`src/inc/excl_lock_pkg.sv`:
```
// Constants and types shared by the atomic-access bus master.
// Assumes a single-beat, one-outstanding master on a burst interconnect port.
package excl_lock_pkg;

	// ----------------------------------------------------------------
	// Lock field and response encodings
	// ----------------------------------------------------------------
	localparam logic [1:0] LOCK_NORMAL = 2'h0;
	localparam logic [1:0] LOCK_EXCL   = 2'h1;
	localparam logic [1:0] LOCK_LOCKED = 2'h2;
	localparam logic [1:0] LOCK_RSVD   = 2'h3;

	localparam logic [1:0] RESP_OKAY   = 2'h0;
	localparam logic [1:0] RESP_EXOKAY = 2'h1;

	// ----------------------------------------------------------------
	// Fixed address-channel attributes
	// ----------------------------------------------------------------
	localparam logic [3:0] LEN_SINGLE    = 4'h0;
	localparam logic [1:0] BURST_INCR    = 2'h1;
	localparam logic [3:0] CACHE_NONE    = 4'h0;
	localparam logic [2:0] PROT_DEFAULT  = 3'h0;
	// Largest exclusive transfer is 2**7 = 128 bytes
	localparam logic [2:0] EXCL_SIZE_MAX = 3'h7;

	// ----------------------------------------------------------------
	// Transaction sequencer states, Gray along the read path only
	// ----------------------------------------------------------------
	typedef enum logic [2:0] {
		ST_IDLE  = 3'h0,
		ST_RADDR = 3'h1,
		ST_RDATA = 3'h3,
		ST_DONE  = 3'h2,
		ST_WREQ  = 3'h6,
		ST_WRSP  = 3'h7
	} seq_state_e;

endpackage : excl_lock_pkg

```
`src/rtl/chan_hold.sv`:
```
// Valid holder for one address or data channel.
// Assumes load is never raised while valid is still pending.
`timescale 1ns/1ps
module chan_hold (
	input  wire logic mclk,
	input  wire logic resetn,
	input  wire logic load,
	input  wire logic ready,
	output logic      valid
);

	logic valid_q;
	logic valid_d;

	// ----------------------------------------------------------------
	// Hold valid from load until the channel handshake
	// ----------------------------------------------------------------
	always_comb begin
		valid_d = valid_q;
		if (load) begin
			valid_d = 1'b1;
		end else if (valid_q && ready) begin
			valid_d = 1'b0;
		end
	end

	always_ff @(posedge mclk) begin
		if (!resetn) begin
			valid_q <= 1'b0;
		end else begin
			valid_q <= valid_d;
		end
	end

	assign valid = valid_q;

endmodule : chan_hold

```
`src/rtl/excl_lock_master.sv`:
```
// Bus master issuing normal, exclusive and locked single-beat transactions.
// Assumes a slave with an exclusive monitor and an arbiter that honours locks.
//
// Notes on behaviour
// - Lock field: 00 normal, 01 exclusive, 10 locked; 11 never issued.
// - Exclusive write only starts after the exclusive read fully completed.
// - OKAY on exclusive read means unsupported; the exclusive write is skipped.
// - Exclusive write matches read address, size, length, controls and ID.
// - Exclusive address aligned to the transaction byte count.
// - Exclusive byte count is a power of two, at most 128.
// - Exclusive transactions carry non-cacheable attributes.
// - Arbiter grants region only to the locking master until unlock completes.
// - No transactions outstanding when a locked sequence starts.
// - Locked transaction locks the next; an unlocked one ends the sequence.
// - Earlier locked ones done before unlock; unlock done before anything new.
// - All transactions of a locked sequence carry the same ID.
// - Locked sequences preferably within one 4KB region, two transactions.
`timescale 1ns/1ps
module excl_lock_master
	import excl_lock_pkg::*;
#(
	parameter int ADDR_W = 32,
	parameter int DATA_W = 32,
	parameter int ID_W   = 4
) (
	input  wire logic                  mclk,
	input  wire logic                  resetn,
	// User command port
	input  wire logic                  cmd_valid,
	output logic                       cmd_ready,
	input  wire logic                  cmd_write,
	input  wire logic [1:0]            cmd_lock,
	input  wire logic [ADDR_W-1:0]     cmd_addr,
	input  wire logic [2:0]            cmd_size,
	input  wire logic [ID_W-1:0]       cmd_id,
	input  wire logic [DATA_W-1:0]     cmd_wdata,
	output logic                       rsp_valid,
	output logic [1:0]                 rsp_resp,
	output logic [DATA_W-1:0]          rsp_rdata,
	output logic                       rsp_excl_ok,
	output logic                       rsp_refused,
	output logic                       lock_active,
	// Write address channel
	output logic [ID_W-1:0]            awid,
	output logic [ADDR_W-1:0]          awaddr,
	output logic [3:0]                 awlen,
	output logic [2:0]                 awsize,
	output logic [1:0]                 awburst,
	output logic [1:0]                 awlock,
	output logic [3:0]                 awcache,
	output logic [2:0]                 awprot,
	output logic                       awvalid,
	input  wire logic                  awready,
	// Write data channel
	output logic [ID_W-1:0]            wid,
	output logic [DATA_W-1:0]          wdata,
	output logic [DATA_W/8-1:0]        wstrb,
	output logic                       wlast,
	output logic                       wvalid,
	input  wire logic                  wready,
	// Write response channel
	input  wire logic [ID_W-1:0]       bid,
	input  wire logic [1:0]            bresp,
	input  wire logic                  bvalid,
	output logic                       bready,
	// Read address channel
	output logic [ID_W-1:0]            arid,
	output logic [ADDR_W-1:0]          araddr,
	output logic [3:0]                 arlen,
	output logic [2:0]                 arsize,
	output logic [1:0]                 arburst,
	output logic [1:0]                 arlock,
	output logic [3:0]                 arcache,
	output logic [2:0]                 arprot,
	output logic                       arvalid,
	input  wire logic                  arready,
	// Read data channel
	input  wire logic [ID_W-1:0]       rid,
	input  wire logic [DATA_W-1:0]     rdata,
	input  wire logic [1:0]            rresp,
	input  wire logic                  rlast,
	input  wire logic                  rvalid,
	output logic                       rready
);

	localparam int STRB_W = DATA_W / 8;
	localparam int OFF_W  = $clog2(STRB_W);
	localparam logic [2:0] BUS_SIZE_MAX = 3'(OFF_W);

	// ----------------------------------------------------------------
	// State
	// ----------------------------------------------------------------
	seq_state_e          state_q,   state_d;
	logic [ID_W-1:0]     id_q,      id_d;
	logic [ADDR_W-1:0]   addr_q,    addr_d;
	logic [2:0]          size_q,    size_d;
	logic [1:0]          lock_q,    lock_d;
	logic [DATA_W-1:0]   wdata_q,   wdata_d;
	logic [STRB_W-1:0]   strb_q,    strb_d;
	logic [1:0]          resp_q,    resp_d;
	logic [DATA_W-1:0]   rdata_q,   rdata_d;
	logic                exok_q,    exok_d;
	logic                refused_q, refused_d;
	logic                resv_q,    resv_d;
	logic                resv_ok_q, resv_ok_d;
	logic [ID_W-1:0]     resv_id_q, resv_id_d;
	logic [ADDR_W-1:0]   resv_addr_q, resv_addr_d;
	logic [2:0]          resv_size_q, resv_size_d;
	logic                held_q,    held_d;
	logic [ID_W-1:0]     held_id_q, held_id_d;

	logic                accept;
	logic [ID_W-1:0]     eff_id;
	logic [ADDR_W-1:0]   align_mask;
	logic                bad_cmd;
	logic                load_ar;
	logic                load_wr;

	assign cmd_ready = (state_q == ST_IDLE);
	assign accept    = cmd_valid && cmd_ready;
	// Inside a locked sequence every transaction reuses the locking ID
	assign eff_id     = held_q ? held_id_q : cmd_id;
	assign align_mask = ~({ADDR_W{1'b1}} << cmd_size);

	// Commands that would break the protocol are never put on the bus
	always_comb begin
		bad_cmd = (cmd_lock == LOCK_RSVD);
		if (cmd_size > BUS_SIZE_MAX) begin
			bad_cmd = 1'b1;
		end
		if (cmd_lock == LOCK_EXCL) begin
			if ((cmd_addr & align_mask) != '0) begin
				bad_cmd = 1'b1;
			end
			if (cmd_size > EXCL_SIZE_MAX) begin
				bad_cmd = 1'b1;
			end
			if (cmd_write && (!resv_q || !resv_ok_q)) begin
				bad_cmd = 1'b1;
			end
			if (cmd_write && ((cmd_addr != resv_addr_q) || (cmd_size != resv_size_q)
				|| (eff_id != resv_id_q))) begin
				bad_cmd = 1'b1;
			end
		end
	end

	assign load_ar = accept && !bad_cmd && !cmd_write;
	assign load_wr = accept && !bad_cmd && cmd_write;

	// ----------------------------------------------------------------
	// Sequencer: one transaction at a time, each fully completed
	// ----------------------------------------------------------------
	always_comb begin
		state_d     = state_q;
		id_d        = id_q;
		addr_d      = addr_q;
		size_d      = size_q;
		lock_d      = lock_q;
		wdata_d     = wdata_q;
		strb_d      = strb_q;
		resp_d      = resp_q;
		rdata_d     = rdata_q;
		exok_d      = exok_q;
		refused_d   = refused_q;
		resv_d      = resv_q;
		resv_ok_d   = resv_ok_q;
		resv_id_d   = resv_id_q;
		resv_addr_d = resv_addr_q;
		resv_size_d = resv_size_q;
		held_d      = held_q;
		held_id_d   = held_id_q;
		case (state_q)
			ST_IDLE: begin
				if (accept) begin
					id_d      = eff_id;
					addr_d    = cmd_addr;
					size_d    = cmd_size;
					lock_d    = cmd_lock;
					wdata_d   = cmd_wdata;
					strb_d    = STRB_W'(~({STRB_W{1'b1}} << (8'h1 << cmd_size))) << cmd_addr[OFF_W-1:0];
					refused_d = bad_cmd;
					resp_d    = RESP_OKAY;
					exok_d    = 1'b0;
					if (bad_cmd) begin
						state_d = ST_DONE;
					end else if (cmd_write) begin
						state_d = ST_WREQ;
					end else begin
						state_d = ST_RADDR;
					end
					if (!bad_cmd && cmd_lock == LOCK_LOCKED && !held_q) begin
						held_d    = 1'b1;
						held_id_d = cmd_id;
					end
				end
			end
			ST_RADDR: begin
				if (!arvalid) begin
					state_d = ST_RDATA;
				end
			end
			ST_RDATA: begin
				if (rvalid && rlast) begin
					rdata_d = rdata;
					resp_d  = rresp;
					exok_d  = (lock_q == LOCK_EXCL) && (rresp == RESP_EXOKAY);
					state_d = ST_DONE;
					if (lock_q == LOCK_EXCL) begin
						// A new exclusive read replaces any earlier reservation
						resv_d      = 1'b1;
						resv_ok_d   = (rresp == RESP_EXOKAY);
						resv_id_d   = id_q;
						resv_addr_d = addr_q;
						resv_size_d = size_q;
					end
				end
			end
			ST_WREQ: begin
				if (!awvalid && !wvalid) begin
					state_d = ST_WRSP;
				end
			end
			ST_WRSP: begin
				if (bvalid) begin
					resp_d  = bresp;
					exok_d  = (lock_q == LOCK_EXCL) && (bresp == RESP_EXOKAY);
					state_d = ST_DONE;
					if (lock_q == LOCK_EXCL) begin
						resv_d = 1'b0;
					end
				end
			end
			ST_DONE: begin
				// The unlocking transaction has completed before the lock drops
				if (!refused_q && lock_q != LOCK_LOCKED) begin
					held_d = 1'b0;
				end
				state_d = ST_IDLE;
			end
			default: begin
				state_d = ST_IDLE;
			end
		endcase
	end

	always_ff @(posedge mclk) begin
		if (!resetn) begin
			state_q     <= ST_IDLE;
			id_q        <= '0;
			addr_q      <= '0;
			size_q      <= 3'h0;
			lock_q      <= LOCK_NORMAL;
			wdata_q     <= '0;
			strb_q      <= '0;
			resp_q      <= RESP_OKAY;
			rdata_q     <= '0;
			exok_q      <= 1'b0;
			refused_q   <= 1'b0;
			resv_q      <= 1'b0;
			resv_ok_q   <= 1'b0;
			resv_id_q   <= '0;
			resv_addr_q <= '0;
			resv_size_q <= 3'h0;
			held_q      <= 1'b0;
			held_id_q   <= '0;
		end else begin
			state_q     <= state_d;
			id_q        <= id_d;
			addr_q      <= addr_d;
			size_q      <= size_d;
			lock_q      <= lock_d;
			wdata_q     <= wdata_d;
			strb_q      <= strb_d;
			resp_q      <= resp_d;
			rdata_q     <= rdata_d;
			exok_q      <= exok_d;
			refused_q   <= refused_d;
			resv_q      <= resv_d;
			resv_ok_q   <= resv_ok_d;
			resv_id_q   <= resv_id_d;
			resv_addr_q <= resv_addr_d;
			resv_size_q <= resv_size_d;
			held_q      <= held_d;
			held_id_q   <= held_id_d;
		end
	end

	// ----------------------------------------------------------------
	// Channel valids
	// ----------------------------------------------------------------
	// Write channels are only loaded from idle, after any read completed
	chan_hold u_ar (.mclk(mclk), .resetn(resetn), .load(load_ar), .ready(arready), .valid(arvalid));
	chan_hold u_aw (.mclk(mclk), .resetn(resetn), .load(load_wr), .ready(awready), .valid(awvalid));
	chan_hold u_w  (.mclk(mclk), .resetn(resetn), .load(load_wr), .ready(wready),  .valid(wvalid));

	// ----------------------------------------------------------------
	// Bus outputs
	// ----------------------------------------------------------------
	assign arid    = id_q;
	assign araddr  = addr_q;
	assign arlen   = LEN_SINGLE;
	assign arsize  = size_q;
	assign arburst = BURST_INCR;
	assign arlock  = lock_q;
	assign arcache = CACHE_NONE;
	assign arprot  = PROT_DEFAULT;
	assign awid    = id_q;
	assign awaddr  = addr_q;
	assign awlen   = LEN_SINGLE;
	assign awsize  = size_q;
	assign awburst = BURST_INCR;
	assign awlock  = lock_q;
	assign awcache = CACHE_NONE;
	assign awprot  = PROT_DEFAULT;
	assign wid     = id_q;
	assign wdata   = wdata_q;
	assign wstrb   = strb_q;
	assign wlast   = 1'b1;
	assign bready  = (state_q == ST_WRSP);
	assign rready  = (state_q == ST_RDATA);

	assign rsp_valid   = (state_q == ST_DONE);
	assign rsp_resp    = resp_q;
	assign rsp_rdata   = rdata_q;
	assign rsp_excl_ok = exok_q;
	assign rsp_refused = refused_q;
	assign lock_active = held_q;

endmodule : excl_lock_master

```
`config.mk`:
```
export PLATFORM = sky130hd
export DESIGN_NAME = excl_lock_master
export DESIGN_NICKNAME = d
export VERILOG_FILES = /design/src/inc/excl_lock_pkg.sv /design/src/rtl/chan_hold.sv /design/src/rtl/excl_lock_master.sv
export SDC_FILE = /design/constraint.sdc
export NUM_CORES = 1
export LEC_CHECK = 0
export BUFFER_PORTS_ARGS = -buffer_cell sky130_fd_sc_hd__buf_2
export CORE_MARGIN = 2
export CORE_UTILIZATION = 36
export DETAILED_ROUTE_END_ITERATION = 10
export GPL_TIMING_DRIVEN = 0
export SYNTH_ARGS = -nofsm -noshare
export SYNTH_HDL_FRONTEND = slang
export SYNTH_SLANG_ARGS = --single-unit
export TNS_END_PERCENT = 5
```
`constraint.sdc`:
```
create_clock -name mclk -period 4.71 [get_ports mclk]
set_input_delay 1.1775 -clock mclk [delete_from_list [all_inputs] [get_ports mclk]]
set_output_delay 1.1775 -clock mclk [all_outputs]
set_load 0.02 [all_outputs]
```
After elaboration in Yosys (flattened, before gate mapping). Index checks and enable logic that the tools add are counted.

Bits in registers: 165. Memory bits (writable): 0. Bits in read-only memories: 0. Latch bits: 0. Memories kept: 0. Logic and storage cells: 135. Input port bits: 127. Output and inout port bits: 193.

Eq/ne operators: 24. Reductions and logical operators: 43. Bitwise logic cells: 3. Mux-type cells: 38. Div/mod/pow operators: 0. $mul: 0. Order comparisons: 2. Shifts and indexed selects: 4. $add $sub $neg: 0.

Operators with widths (number): $and 32x32->32 (1); $ne 32x32->1 (1); $not 32->32 (1); $reduce_bool 32->1 (1); $shl 32x3->32 const A (1); $mux 1 (22); $mux 3 (7); $logic_and 1x1->1 (16); $pmux 3 s5 (1); $ne 2x1->1 const B (6); $reduce_and 5->1 (2); $reduce_bool 2->1 (5); $eq 2x1->1 const B (4); $logic_not 1->1 (8); $ne 2x2->1 const B (4); $reduce_and 4->1 (2); $shl 1x3->8 const A (1); $shl 4x8->4 const A (1); $eq 3x2->1 const B (2); $eq 3x3->1 const B (2); $mux 2 (3); $pmux 2 s3 (1); $reduce_and 3->1 (2); $eq 2x2->1 const B (2); other kinds (14) (18).

Logic depth before layout (Yosys ltp).
Word-level depth: 15. Gate-level depth with buffers: 11. Mapped depth without buffers: 6.

By module. Synthesis repeated with hierarchy kept, for this count alone.

Cells, all modules: 902. Area, all modules: 7149.4 um^2.

Modules (own cells, without submodules): excl_lock_master (cells an instance 893, times used 1, seq. area each 3243.1 um^2, area an instance 7025.5 um^2); chan_hold (cells an instance 3, times used 3, seq. area each 20.0 um^2, area an instance 41.3 um^2).

Least setup slack after synthesis. No wires, ideal clock.

Path kind: input-to-reg. From: input cmd_size[2]. To: register held_q (netlist: lock_active). Cell stages on the path: 7. Path buffers: 1. Data arrival time: 2.609 ns. Library setup time: 0.066 ns. Slack: 2.035 ns. Data required time: 4.644 ns. Cell sequence: buf_2 > xnor2_1 > nand4_1 > nor4_1 > nand4_4 > a211o_1 > a21oi_2.

Longest elaborated chain between the ends: 14. Elaborated cells between the ends (all ways): 21. Those cells by class: order compare: 2; eq/ne: 2; shift: 1; mux: 6; bitwise: 2; reduce/logical: 8.

RTL lines: start: declaration (line excl_lock_master.sv:34) `input wire logic [2:0] cmd_size,`; $shl 32x3->32 (line excl_lock_master.sv:123) `assign align_mask = ~({ADDR_W{1'b1}} << cmd_size);`; $not 32->32 (line excl_lock_master.sv:123); $and 32x32->32 (line excl_lock_master.sv:132) `if ((cmd_addr & align_mask) != '0) begin`; $reduce_bool 32->1 (line excl_lock_master.sv:132); $mux 1 (line excl_lock_master.sv:132); $mux 1 (line excl_lock_master.sv:135) `if (cmd_size > EXCL_SIZE_MAX) begin`; $mux 1 (line excl_lock_master.sv:138) `if (cmd_write && (!resv_q || !resv_ok_q)) begin`; $mux 1 (line excl_lock_master.sv:141) `if (cmd_write && ((cmd_addr != resv_addr_q) || (cmd_size != resv_size_q)`; $mux 1 (*) (line excl_lock_master.sv:131) `if (cmd_lock == LOCK_EXCL) begin`; $logic_not 1->1 (*) (line excl_lock_master.sv:192) `if (!bad_cmd && cmd_lock == LOCK_LOCKED && !held_q) begin`; $logic_and 1x1->1 (*) (2 in a row) (line excl_lock_master.sv:192); $ne 2x1->1 (no line) (*); $reduce_and 4->1 (no line) (*); end signal: assignment (line excl_lock_master.sv:284) `held_q <= held_d;`; end: declaration (line excl_lock_master.sv:109) `logic held_q, held_d;`.

Every way passes the cells marked *; elsewhere a longest branch is shown, timed or not. A chain may end at the register's enable or synchronous reset.

Worst setup path in the final report.
From: register state_q[1]. To: output bready.

Longest elaborated chain between the ends: 1.

RTL lines: start: declaration (line excl_lock_master.sv:93) `seq_state_e state_q, state_d;`; start signal: assignment (line excl_lock_master.sv:268) `state_q <= state_d;`; $eq 3x3->1 (line excl_lock_master.sv:320) `assign bready = (state_q == ST_WRSP);`; end: declaration (line excl_lock_master.sv:65) `output logic bready,`.

No other way between the ends.

==> flow_metrics.py <==
metrics = {
    "run_status": {
        "outcome": "finished clean",
    },
    "sta": {
        "finalSetupTns_ns": 0,
        "finalHoldViolCount": 0,
        "rsz0062_at_grt": "no",
        "slew_headroom_pct": 55.2,
        "period_needed_ns": 2.89,
        "holdWs_ns": 0.448,
        "timing.fmax_ghz": 0.346,
        "fin_crit_sh_pct": 61.4,
        "worst_pin_slew_ns": 0.671,
        "setup_viol": 0,
        "finClkSkew_ns": 0.00936,
        "final_max_slew_viol_count": 0,
    },
    "power_and_ir_drop": {
        "power_switching_w": 0.00108,
        "netSwitchingFraction_pct": 30.6,
        "p_clk_share_pct": 37.4,
        "combPwrFrac_pct": 19.4,
        "p_int_w": 0.00244,
        "vdd_drop_max_mv": 0.242,
        "p_total_w": 0.00351,
        "power.density_mw_per_mm2": 358,
        "leakage_nw": 4.49,
        "power_frac_seq_pct": 43.2,
    },
    "floorplanning": {
        "rows": 52,
        "start_util_pct": 36.7,
        "fp.dieH_um": 148,
        "ios": 320,
        "die_x_um": 148,
        "core_area_mm2": 0.0203,
        "dieArea_mm2": 0.0219,
    },
    "clock_network": {
        "clockBufferDepth": 2,
        "cts_hold_buffers": 0,
        "cts-root-buf": "clkbuf_16",
        "cts_tree": "done",
        "clk_latency_ns": 0.43,
        "cts_resized": 0,
        "h-tree-depth": 4,
        "path_clk_slew_ns": 0.07,
        "cts_buffers": 17,
        "cts_setup_buffers": 0,
        "cts.sinks": 165,
    },
    "logic_synthesis": {
        "synth-seq-area-share_pct": 44.3,
        "synthTopCellsByCount": "nand2_1 (299), dfxtp_1 (165), a21boi_1 (144)",
        "yosys.area.top_type": "dfxtp_1",
        "synth_adder_area_share_pct": 0,
        "ys.flop_type": "dfxtp_1",
        "ys_ff_latch": 165,
        "yosys_warnings": 0,
        "synth_mux_area_share_pct": 1.51,
        "async_reset_ff_share_pct": 0,
        "synth_area_leaders": "dfxtp_1 (44%), nand2_1 (15%), a21boi_1 (15%)",
        "netlist_instances": 893,
        "synth_top_family_by_area": "simple AND/OR/NAND/NOR gates",
        "syn_avg_cell_area_um2": 8.35,
        "synth_xor_area_share_pct": 4.58,
        "yosys.area_share.simple_pct": 20.0,
        "yosysMostFrequentCell": "nand2_1",
        "synth-edff-count": 0,
        "synth_compound_gate_area_share_pct": 18.5,
        "synth_top_cell_area_share_pct": 44.3,
        "synth_cell_types": 45,
        "netlist_area_mm2": 0.00745,
    },
    "detailed_routing": {
        "wl_per_cell_um": 15.0,
        "drc": 0,
        "first_pass_iters": 5,
        "ant_nets": 0,
        "vias": 6776,
        "drt-total-wl_um": 22500,
        "vias_per_cell": 4.52,
        "initialDrtViolationCount": 241,
    },
    "critical_path": {
        "path_class": "flip-flop to output pin",
        "worstPathArrival_ns": 1.71,
        "required_ns": 3.53,
        "cp-end-kind": "output pin",
        "start_kind": "flip-flop",
        "crit_fanout": 10,
    },
    "layout": {
        "nNetsFinal": 1342,
        "drive_gt1_share_pct": 33.9,
        "area_delta_synth_final_pct": 31.9,
    },
    "global_route": {
        "grt.total_usage_pct": 20.2,
        "antenna_found_initial": 2,
        "grt_pass1_wl_um": 34300,
        "grt_pass1_vias": 6291,
        "grt_max_degree": 17,
        "grt_overflow_total": 0,
    },
    "placement": {
        "portBuffers": 278,
        "place.gp.congestion": 0.765,
        "dp_hpwl_um": 17300,
    },
    "job": {
        "cap_violations": 0,
    },
    "worst_hold_path": {
        "hold_path.class": "flip-flop to flip-flop",
    },
}
-- final timing paths --
check / slack, ns / start / end / depth (start not counted)
max reg2reg: 2.46 / state_q[0] / wstrb[3] / 8
min reg2reg: 0.45 / wdata[4] / wdata[4] / 2
min: 0.45 / wdata[4] / wdata[4] / 2
max: 1.82 / state_q[1] / bready / 4
-- power groups by stage --
stage	clock (W)	sequential, W	combinational, W
after floorplan	0	0.00162	0.000365
after global placement	0	0.00155	0.000684
after detailed placement	0	0.00155	0.000687
after CTS	0.00135	0.00152	0.000689
after global routing	0.00140	0.00153	0.000743
final	0.00132	0.00152	0.000682
-- layout by cell type (no fill, tap or decap), types with 3 or more instances in the layout --
cell type	count
clkinvlp_4	5
nor2_1	8
xnor2_1	39
mux2i_1	9
buf_4	72
inv_6	3
or3_1	3
and3_1	4
nand2_1	299
nand3_1	6
nand2b_1	4
a21boi_1	144
o211a_1	5
dfxtp_1	165
clkbuf_1	40
nor3_1	5
nand4_1	8
o21a_1	5
buf_2	299
clkbuf_16	17
a211oi_1	3
conb_1	27
a21oi_1	8
o21ai_1	3
clkinv_2	3
nor2b_1	9
-- kinds of logic (layout without fill, tap and decap cells) --
kind of cell / Yosys count / in the layout
AOI/OAI and AO/OA: 182 / 182
xor gates and xnor gates: 39 / 39
buffers and inverters: 138 / 448
DFF: 165 / 165
muxes: 10 / 10
other: 2 / 28
and+or+nand+nor: 357 / 357
-- per-layer routing --
metal | vias to the layer above | wire, um | global-route usage (%)
met2 | 236 | 10700 | 33.7
met1 | 3057 | 9570 | 24.8
met4 | 2 | 393 | 6.43
met3 | 29 | 1860 | 6.73
met5 | - | 13 | 0
li1 | 3452 | - | -
-- through the flow --
step / area [um2] / util (%) / instances / setup WS [ns]
floorplan: 7550 / - / 918 / 2.03
global placement: 9280 / 45.7 / 1466 / 1.60
detailed placement: 9280 / 45.7 / 1466 / 1.58
CTS: 9830 / 48.4 / 1498 / 1.80
global route: 9830 / 48.4 / 1498 / 1.64
finish: 9830 / 48.4 / 1499 / 1.82
-- layout make-up --
class,instances,area [um2]
fill,2040,10500
multi-input combinational,615,3420
sequential,165,3300
timing repair buffer,278,1390
buffer,134,807
clock buffer,19,453
tap,270,338
clock inverter,13,98.8
inverter,4,15.0
antenna,1,2.50
-- sequential cells by signal, summed over array words and instances (netlist names) --
name / count
u_w.valid: 1
wstrb: 4
wdata: 32
resv_q: 1
arsize: 3
rsp_excl_ok: 1
araddr: 32
rsp_rdata: 32
u_ar.valid: 1
lock_active: 1
state_q: 3
resv_ok_q: 1
rsp_resp: 2
arlock: 2
arid: 4
rsp_refused: 1
resv_addr_q: 32
resv_id_q: 4
resv_size_q: 3
held_id_q: 4
u_aw.valid: 1
-- worst max-delay path, stage by stage, from the launching register on --
cell and delay (ns):
dfxtp_1 0.35, clkbuf_1 0.33, nand3_1 0.25, inv_1 0.16
buf_2 0.19
Note: power is estimated with default switching activity, not from simulation.
